<file path="src/verilog/mhi_pkg.sv">
// package: constants and carrier structs for the modem handshake indicators
package mhi_pkg;

   // clock rate and timing
   localparam int unsigned CLK_HZ = 200_000_000;
   localparam int unsigned CLK_PERIOD_PS = 5_000;
   // least visible flash of an activity indicator, in microseconds
   localparam int unsigned FLASH_MIN_US = 50_000;
   // scaled by cycles per microsecond so the product stays inside 32 bits
   localparam int unsigned FLASH_MIN_CYC =
      FLASH_MIN_US * (CLK_HZ / 1_000_000);
   // transmitter warm-up before clear to send, in nanoseconds
   localparam int unsigned TX_ON_NS = 100;
   localparam int unsigned TX_ON_CYC =
      (TX_ON_NS * 1_000 + CLK_PERIOD_PS - 1) / CLK_PERIOD_PS;
   // carrier level filter length, in cycles
   localparam int unsigned DCD_FILT_CYC = 4;

   // reset values
   localparam logic RESET_LED = 1'b0;
   localparam logic RESET_CTS = 1'b0;
   localparam logic IDLE_LINE = 1'b1;

   // handshake lines from the terminal
   typedef struct packed {
      logic dtr;
      logic rts;
   } mhi_term_ctl_s;

   // front-panel indicators
   typedef struct packed {
      logic txd;
      logic rxd;
      logic dtr;
      logic rts;
      logic cts;
      logic dcd;
   } mhi_leds_s;

   // transmitter sequencing
   typedef enum logic [1:0] {
      MHI_TX_OFF,
      MHI_TX_WARM,
      MHI_TX_ON
   } mhi_tx_state_e;

endpackage

</file>
<file path="src/verilog/mhi_core.sv">
// module: control-line handshake and front-panel indicators of the modem
`timescale 1ns/1ps
////////////////////////////////////////////////////////////////////////////
// Contract
// - The transmit indicator flashes with data words from the terminal.
// - The receive indicator flashes with data sent back to the terminal.
// - The terminal-ready indicator follows the terminal-ready input level.
// - The request indicator is lit while request-to-send is high, one cycle behind it.
// - On request the transmitter turns on and clear-to-send is then raised.
// - The clear indicator is lit for the whole time clear-to-send is high.
// - Dropping request turns the transmitter, clear and its indicator off.
// - Carrier detect is high once an adequate receive level has been present for FILT_CYC + 1 cycles, low without it.
// - Shared indicators show only request and clear states, no alternates.
module mhi_core #(
   parameter int unsigned FLASH_CYC = mhi_pkg::FLASH_MIN_CYC,
   parameter int unsigned WARM_CYC = mhi_pkg::TX_ON_CYC,
   parameter int unsigned FILT_CYC = mhi_pkg::DCD_FILT_CYC
) (
   // clock and reset
   input wire logic sys_clk_i,
   input wire logic reset_i,
   // terminal side
   input wire mhi_pkg::mhi_term_ctl_s term_ctl_i,
   input wire logic term_txd_i,
   input wire logic term_rxd_i,
   output logic cts_o,
   output logic dcd_o,
   // line side
   input wire logic rx_level_ok_i,
   output logic line_tx_en_o,
   // indicators
   output mhi_pkg::mhi_leds_s leds_o
);
   localparam int WCW = $clog2(WARM_CYC + 1);
   localparam logic [WCW-1:0] WARM_LD = WCW'(WARM_CYC);
   localparam int FCW = $clog2(FILT_CYC + 1);
   localparam logic [FCW-1:0] FILT_TOP = FCW'(FILT_CYC);

   ////////////////////////////////////////////////////////////////////////
   // data activity indicators
   logic led_txd, led_rxd;

   // stretch keeps a single short character visible
   mhi_stretch #(.HOLD_CYC(FLASH_CYC)) u_tx_act (
      .sys_clk_i(sys_clk_i),
      .reset_i(reset_i),
      .line_i(term_txd_i),
      .led_o(led_txd)
   );

   mhi_stretch #(.HOLD_CYC(FLASH_CYC)) u_rx_act (
      .sys_clk_i(sys_clk_i),
      .reset_i(reset_i),
      .line_i(term_rxd_i),
      .led_o(led_rxd)
   );

   ////////////////////////////////////////////////////////////////////////
   // transmitter sequencing and clear to send
   mhi_pkg::mhi_tx_state_e st_q, st_d;
   logic [WCW-1:0] warm_q, warm_d;
   logic cts_q, cts_d;
   logic tx_en_q, tx_en_d;

   // clear is only raised after the warm-up, so the terminal never sends
   // into a transmitter that is still settling
   always_comb begin
      st_d = st_q;
      warm_d = warm_q;
      case (st_q)
         mhi_pkg::MHI_TX_OFF: begin
            if (term_ctl_i.rts) begin
               st_d = mhi_pkg::MHI_TX_WARM;
               warm_d = WARM_LD;
            end
         end
         mhi_pkg::MHI_TX_WARM: begin
            if (!term_ctl_i.rts) begin
               st_d = mhi_pkg::MHI_TX_OFF;
            end else if (warm_q <= WCW'(1)) begin
               st_d = mhi_pkg::MHI_TX_ON;
            end else begin
               warm_d = warm_q - 1'b1;
            end
         end
         mhi_pkg::MHI_TX_ON: begin
            if (!term_ctl_i.rts) begin
               st_d = mhi_pkg::MHI_TX_OFF;
            end
         end
         default: begin
            st_d = mhi_pkg::MHI_TX_OFF;
         end
      endcase
      tx_en_d = (st_d != mhi_pkg::MHI_TX_OFF);
      cts_d = (st_d == mhi_pkg::MHI_TX_ON);
   end

   always_ff @(posedge sys_clk_i or posedge reset_i) begin
      if (reset_i) begin
         st_q <= mhi_pkg::MHI_TX_OFF;
         warm_q <= '0;
         cts_q <= mhi_pkg::RESET_CTS;
         tx_en_q <= 1'b0;
      end else begin
         st_q <= st_d;
         warm_q <= warm_d;
         cts_q <= cts_d;
         tx_en_q <= tx_en_d;
      end
   end

   ////////////////////////////////////////////////////////////////////////
   // carrier detect with a short filter against level chatter
   logic [FCW-1:0] filt_q, filt_d;
   logic dcd_q, dcd_d;

   always_comb begin
      filt_d = filt_q;
      dcd_d = dcd_q;
      if (rx_level_ok_i) begin
         if (filt_q != FILT_TOP) begin
            filt_d = filt_q + 1'b1;
         end else begin
            dcd_d = 1'b1;
         end
      end else begin
         filt_d = '0;
         dcd_d = 1'b0;
      end
   end

   always_ff @(posedge sys_clk_i or posedge reset_i) begin
      if (reset_i) begin
         filt_q <= '0;
         dcd_q <= 1'b0;
      end else begin
         filt_q <= filt_d;
         dcd_q <= dcd_d;
      end
   end

   ////////////////////////////////////////////////////////////////////////
   // panel; shared lamps carry only request and clear
   mhi_pkg::mhi_leds_s leds_q, leds_d;

   always_comb begin
      leds_d.txd = led_txd;
      leds_d.rxd = led_rxd;
      leds_d.dtr = term_ctl_i.dtr;
      leds_d.rts = term_ctl_i.rts;
      leds_d.cts = cts_d;
      leds_d.dcd = dcd_d;
   end

   always_ff @(posedge sys_clk_i or posedge reset_i) begin
      if (reset_i) begin
         leds_q <= '0;
      end else begin
         leds_q <= leds_d;
      end
   end

   assign leds_o = leds_q;
   assign cts_o = cts_q;
   assign dcd_o = dcd_q;
   assign line_tx_en_o = tx_en_q;
endmodule

</file>
<file path="src/verilog/mhi_stretch.sv">
// module: activity pulse stretcher for one data indicator
`timescale 1ns/1ps
module mhi_stretch #(
   parameter int unsigned HOLD_CYC = mhi_pkg::FLASH_MIN_CYC
) (
   // clock and reset
   input wire logic sys_clk_i,
   input wire logic reset_i,
   // serial line sample
   input wire logic line_i,
   // indicator
   output logic led_o
);
   localparam int CW = $clog2(HOLD_CYC + 1);
   localparam logic [CW-1:0] HOLD_LD = CW'(HOLD_CYC);

   logic line_q, line_d;
   logic [CW-1:0] cnt_q, cnt_d;
   logic led_q, led_d;

   // any edge of the data line restarts the hold, so the flash tracks words
   always_comb begin
      line_d = line_i;
      cnt_d = cnt_q;
      if (line_i != line_q) begin
         cnt_d = HOLD_LD;
      end else if (cnt_q != '0) begin
         cnt_d = cnt_q - 1'b1;
      end
      led_d = (cnt_d != '0);
   end

   always_ff @(posedge sys_clk_i or posedge reset_i) begin
      if (reset_i) begin
         line_q <= mhi_pkg::IDLE_LINE;
         cnt_q <= '0;
         led_q <= mhi_pkg::RESET_LED;
      end else begin
         line_q <= line_d;
         cnt_q <= cnt_d;
         led_q <= led_d;
      end
   end

   assign led_o = led_q;

endmodule
</file>
<file path="config.mk">
export PLATFORM = sky130hd
export DESIGN_NAME = mhi_core
export DESIGN_NICKNAME = d
export VERILOG_FILES = /design/src/verilog/mhi_pkg.sv /design/src/verilog/mhi_core.sv /design/src/verilog/mhi_stretch.sv
export SDC_FILE = /design/constraint.sdc
export NUM_CORES = 1
export LEC_CHECK = 0
export ABC_AREA = 1
export BUFFER_PORTS_ARGS = -buffer_cell sky130_fd_sc_hd__buf_2
export CAP_MARGIN = 0
export CORE_MARGIN = 1.5
export CORE_UTILIZATION = 56
export CTS_CLUSTER_SIZE = 10
export DETAILED_ROUTE_END_ITERATION = 6
export GPL_TIMING_DRIVEN = 0
export PLACE_DENSITY = 0.87
export SKIP_CTS_REPAIR_TIMING = 1
export SLEW_MARGIN = 30
export SYNTH_ARGS = -nofsm -noshare
export SYNTH_HDL_FRONTEND = slang
export SYNTH_HIERARCHICAL = 1
export SYNTH_SLANG_ARGS = --single-unit
</file>
<file path="constraint.sdc">
create_clock -name sys_clk_i -period 1.7 [get_ports sys_clk_i]
set_input_delay 0.34 -clock sys_clk_i [delete_from_list [all_inputs] [get_ports sys_clk_i]]
set_output_delay 0.34 -clock sys_clk_i [all_outputs]
set_load 0.02 [all_outputs]
</file>
### Yosys cells after proc, flatten, opt, wreduce, memory -nomap -nowiden

Cells that the tools add are included.

* register bits after elaboration: 69
* ROM bits: 0
* bits in latches: 0
* memories: 0
* bits in writable memories: 0

* multiplexer cells: 17
* reduce and logical (&&, ||, !) cells: 8
* order comparisons: 1
* shifts and indexed selects: 0
* equality and inequality tests: 11
* divide/modulo/power cells: 0
* $add $sub $neg: 4
* $mul: 0
* bitwise gates (word level): 0

Operators with widths (number)
* $mux 24: 4
* $reduce_bool 24->1: 4
* $sub 24x1->24 const B: 2
* $mux 5: 3
* $pmux 5 s2: 1
* $mux 2: 4
* $ne 2x2->1 const B: 4
* $mux 3: 2
* $pmux 2 s3: 1
* $le 5x1->1 const B: 1
* $sub 5x1->5 const B: 1
* $eq 2x2->1 const B: 2
* $reduce_and 4->1: 1
* $reduce_bool 2->1: 2
* $add 3x1->3 const B: 1
* $ne 3x3->1 const B: 1
* $eq 2x1->1 const B: 1
* $logic_not 2->1: 1
* $mux 1: 2
* $ne 1x1->1: 2
* $ne 2x1->1 const B: 1

### Longest topological paths before layout

* depth in word-level cells: 5
* gate-level depth with buffers: 14
* gate-level depth less buffers: 14

### Cells and area by module

The synthesis kept the hierarchy.

Modules (own cells, without submodules)
* mhi_stretch (u_rx_act): cells an instance 272, sequential area each 651.9 µm², area each 1834.3 µm², times used 1
* mhi_stretch (u_tx_act): cells an instance 259, sequential area each 651.9 µm², area each 1744.2 µm², times used 1
* mhi_core: cells an instance 93, sequential area each 425.4 µm², area each 798.3 µm², times used 1

### Worst setup path after synthesis

No wires, ideal clock.

* kind: flip-flop to flip-flop
* from: reg u_tx_act.cnt_q[0]
* to: reg u_tx_act.led_q (netlist: u_tx_act/led_o)
* data arrival time: 1.548 ns
* stages on the path, launching flop included: 12
* data required time: 1.575 ns
* library setup time: 0.125 ns
* period minus slack after synthesis: 1.673 ns
* slack: 0.027 ns
* path buffers: 0
* cell sequence: dfrtp_1 > inv_1 > ha_1 > nand2_2 > nor2_1 > nor2_1 > o21ai_2 > nand3_1 > nor2_1 > nand2_1 > nor2_1 > nand3_1

* cells in the longest elaborated chain, start to end: 4

RTL lines
* start, declared: RTL line mhi_stretch.sv:18 `logic [CW-1:0] cnt_q, cnt_d;`
* start signal, assigned: RTL line mhi_stretch.sv:40 `cnt_q <= cnt_d;`
* $sub 24x1->24 / $reduce_bool 24->1 (equally long branches): RTL line mhi_stretch.sv:28, mhi_stretch.sv:27
* $mux 24 *: RTL line mhi_stretch.sv:27 `end else if (cnt_q != '0) begin`
* $mux 24 *: RTL line mhi_stretch.sv:25 `if (line_i != line_q) begin`
* $reduce_bool 24->1 *: RTL line mhi_stretch.sv:30 `led_d = (cnt_d != '0);`
* via u_tx_act.led_d: RTL line mhi_stretch.sv:19 `logic led_q, led_d;`
* end signal, assigned: RTL line mhi_stretch.sv:37 `led_q <= mhi_pkg::RESET_LED;`
* end signal, assigned: RTL line mhi_stretch.sv:41 `led_q <= led_d;`
* end, declared: RTL line mhi_stretch.sv:19

Mark *: on every way through the listed nets, which the timed path passes. The rest lies on a longest branch.
A chain may end at the register's enable or synchronous reset.

### Worst setup path in the final report

* from: reg u_rx_act.cnt_q[0]
* to: reg u_rx_act.led_q (netlist: u_rx_act/led_o)

* cells in the longest elaborated chain, start to end: 4

RTL lines (RTL line)
* start, declared: mhi_stretch.sv:18
* start signal, assigned: mhi_stretch.sv:40
* $sub 24x1->24 / $reduce_bool 24->1 (equally long branches): mhi_stretch.sv:28, mhi_stretch.sv:27
* $mux 24 *: mhi_stretch.sv:27
* $mux 24 *: mhi_stretch.sv:25
* $reduce_bool 24->1 *: mhi_stretch.sv:30
* via u_rx_act.led_d: mhi_stretch.sv:19
* end signal, assigned: mhi_stretch.sv:37
* end signal, assigned: mhi_stretch.sv:41
* end, declared: mhi_stretch.sv:19

Marked as above.

==> metrics.yaml <==
run_status: "finished with violations"
violations: "setup timing"
seq_area_frac_synth_pct: 39.5
crit_family: "simple AND/OR/NAND/NOR gates"
syn_area_um2: 4380
critPathMaxStageDelay_ps: 420
cap_violations: 0
overflow: 0
dp_hpwl_um: 7500
drive_above_1_share_pct: 24.9
numClockSinks: 69
setup_viol: 2
worst_pin_slew_ps: 628
clock_latency_ps: 370
syn_area_per_cell_um2: 7.01
antenna_cells: 0
path_class: "flip-flop to flip-flop"
core_area_um2: 7650
whs_ps: 44.3
via_per_inst: 5.54
crit_slowest_cell: "dfrtp_1"
final_common_cell: "nand2_1"
slew_violations: 0
placed_area_um2: 4580
fin_ws_ps: -240
rows: 32
grt_usage_pct: 26.5
start_kind: "flip-flop"
final.min_clock_period_ps: 1940
die_w_um: 91.4
cts_buffer_depth: 2
post_drt_wl_per_cell_um: 15.0
layout_common_cells: "nand2_1 (170), nor2_1 (93), inv_1 (66), dfrtp_1 (64), nand3_1 (59)"
cp-end-kind: "flip-flop"
ant_nets: 0
skew_ps: 21.8
rsz0062_at_grt: "yes"
power_density_nw_per_um2: 1210
cp_data_arrival_time_ps: 2170
grt_pass1_wl_um: 17400
final_net_count: 692
port_buffers: 15
slew_headroom_pct: 58.1
cts_tree: "yes"
drt-initial-drc-count: 312
cp_cell_sequence: "inv_2 -> buf_4 -> nand2_2 -> nor2_2 -> nand2_1 -> inv_2 -> nand2_1 -> nand2_1 -> nand2_1 -> nor2_2 -> nand2_1 -> nor2_2 -> nand3_1"
syn2layout_area_growth_pct: 20.6
drt-total-wl_um: 11800
first_global_vias: 3933
ff2ff_setup_slack_ps: -240
cts.htree.levels: 3
grt_max_degree: 27
multi_input_area_um2: 2530
synthCells: 624
yosys-top-cells-area: "dfrtp_1 (38%), nand2_1 (15%), nor2_1 (10%), nand3_1 (7.3%), inv_1 (6.3%)"
vias: 4346
utilization_pct: 69.0
register_area_um2: 1730
synth_cell_types: 30
required_ps: 1930
final_area_um2: 5280
hold_path_class: "input port to async pin"
synth_seq_cells: 69
finalHoldViolCount: 0
fillers: 590
cts_root_buffer: "clkbuf_8"
gp_congestion: 0.933
io_pins: 16
synth_warnings: 6
ir_worst_vdd_v: 0.000763
path_buf_inv: 3
start_util_pct: 57.2
total_power_uw: 6390
synth_top_area_share_pct: 38.3
die_y_um: 91.4
clock.fmax_mhz: 515
cts.clk_slew.worst_paths_ps: 100
postSynthNetCount: 639
drc: 0
cts_buffers: 9
path_common_cell: "nand2_1"
min_period_over_period_pct: 114
synth.largest_area_cell: "dfrtp_1"
p_leak_uw: 0.00266
first_pass_iters: 5
crit_fanout: 5
antenna_found_initial: 0
dieArea_um2: 8350
layout make-up:
cell class / count / area share, %
Buffer: 10 / 1.66
Clock buffer: 9 / 2.35
Clock inverter: 7 / 1.94
Inverter: 79 / 5.62
Multi-Input combinational cell: 466 / 47.9
Sequential cell: 69 / 32.8
Tap cell: 102 / 2.42
Timing Repair Buffer: 42 / 5.26
per-stage QoR:
stage / worst slack (ps) / cells / TNS (ps)
global placement: -377 / 741 / -775
CTS: -472 / 757 / -1010
global route: -348 / 784 / -661
finish: -240 / 784 / -471
floorplan: 26.8 / 624 / 0
detailed placement: -453 / 741 / -905
where the power goes:
group	leakage [uW]	switching, uW	internal [uW]	total, uW
clock	0.000111	742	847	1590
sequential	0.000817	337	1900	2240
combinational	0.00173	1670	892	2570
total	0.00266	2750	3640	6390
worst reg2reg max path, cell delays in order, from the launching register on:
cell and delay, ps:
dfrtp_1 420, inv_2 140, buf_4 160, nand2_2 120, nor2_2 130, nand2_1 130, inv_2 90, nand2_1 50
nand2_1 70, nand2_1 70, nor2_2 120, nand2_1 90, nor2_2 110, nand3_1 110
Yosys cell counts:
| master | number |
|---|---|
| a21oi_1 | 5 |
| xnor2_1 | 11 |
| nand3b_1 | 13 |
| nand3_1 | 64 |
| ha_1 | 8 |
| o21ai_0 | 4 |
| inv_2 | 6 |
| buf_6 | 4 |
| nand2_1 | 179 |
| or2_1 | 1 |
| o21ai_2 | 2 |
| clkbuf_1 | 2 |
| nand3_4 | 1 |
| dfstp_2 | 2 |
| inv_1 | 73 |
| dfrtp_1 | 67 |
| o21bai_1 | 1 |
| nor2_4 | 9 |
| nand2_4 | 1 |
| nor2_2 | 14 |
| o21ai_1 | 6 |
| buf_2 | 2 |
| xor2_1 | 8 |
| nor2_1 | 119 |
| a31oi_1 | 1 |
| buf_4 | 2 |
| nand2_2 | 10 |
| nand3_2 | 2 |
| nor2_8 | 1 |
| nand4_1 | 6 |
final timing paths:
check | from | endpoint | cells past startpoint
worst max register to register | u_rx_act/cnt_q[0] | u_rx_act/led_o | 13
worst max-delay path | u_rx_act/cnt_q[0] | u_rx_act/led_o | 13
min in group sys_clk_i | term_ctl_i[1] | leds_o[3] | 1
worst min register to register | u_tx_act/led_o | leds_o[5] | 0
worst min-delay path | reset_i | u_rx_act/cnt_q[19] | 2
max in group asynchronous | reset_i | line_tx_en_o | 2
flip-flops by register name, indices dropped and copies added (netlist names), 2 cells and up:
register	cells
leds_o	6
u_tx_act/cnt_q	24
warm_q	5
u_rx_act/cnt_q	24
filt_q	3
st_q	2
routing by layer:
layer  wire, um  track usage [%]  part of all wire (%)  vias to the layer above
met2       6100             46.5                    52                      214
met1       4500             31.1                    38                     2052
li1           -                -                     -                     2031
met3        806             5.19                   6.8                       49
met4        375             12.0                   3.2                        0
met5          0                0                     0                        -
kinds of logic (layout without fill, tap and decap cells):
| family | after synthesis | after routing | synth area share, % |
|---|---|---|---|
| and+or+nand+nor | 420 | 420 | 43.4 |
| xor gates and xnor gates | 19 | 19 | 3.80 |
| adders and majority gates | 8 | 8 | 2.29 |
| DFF | 69 | 69 | 39.5 |
| buffers and inverters | 89 | 147 | 8.55 |
| AOI/OAI and AO/OA | 19 | 19 | 2.43 |
Power figures use the tool's default switching activity.
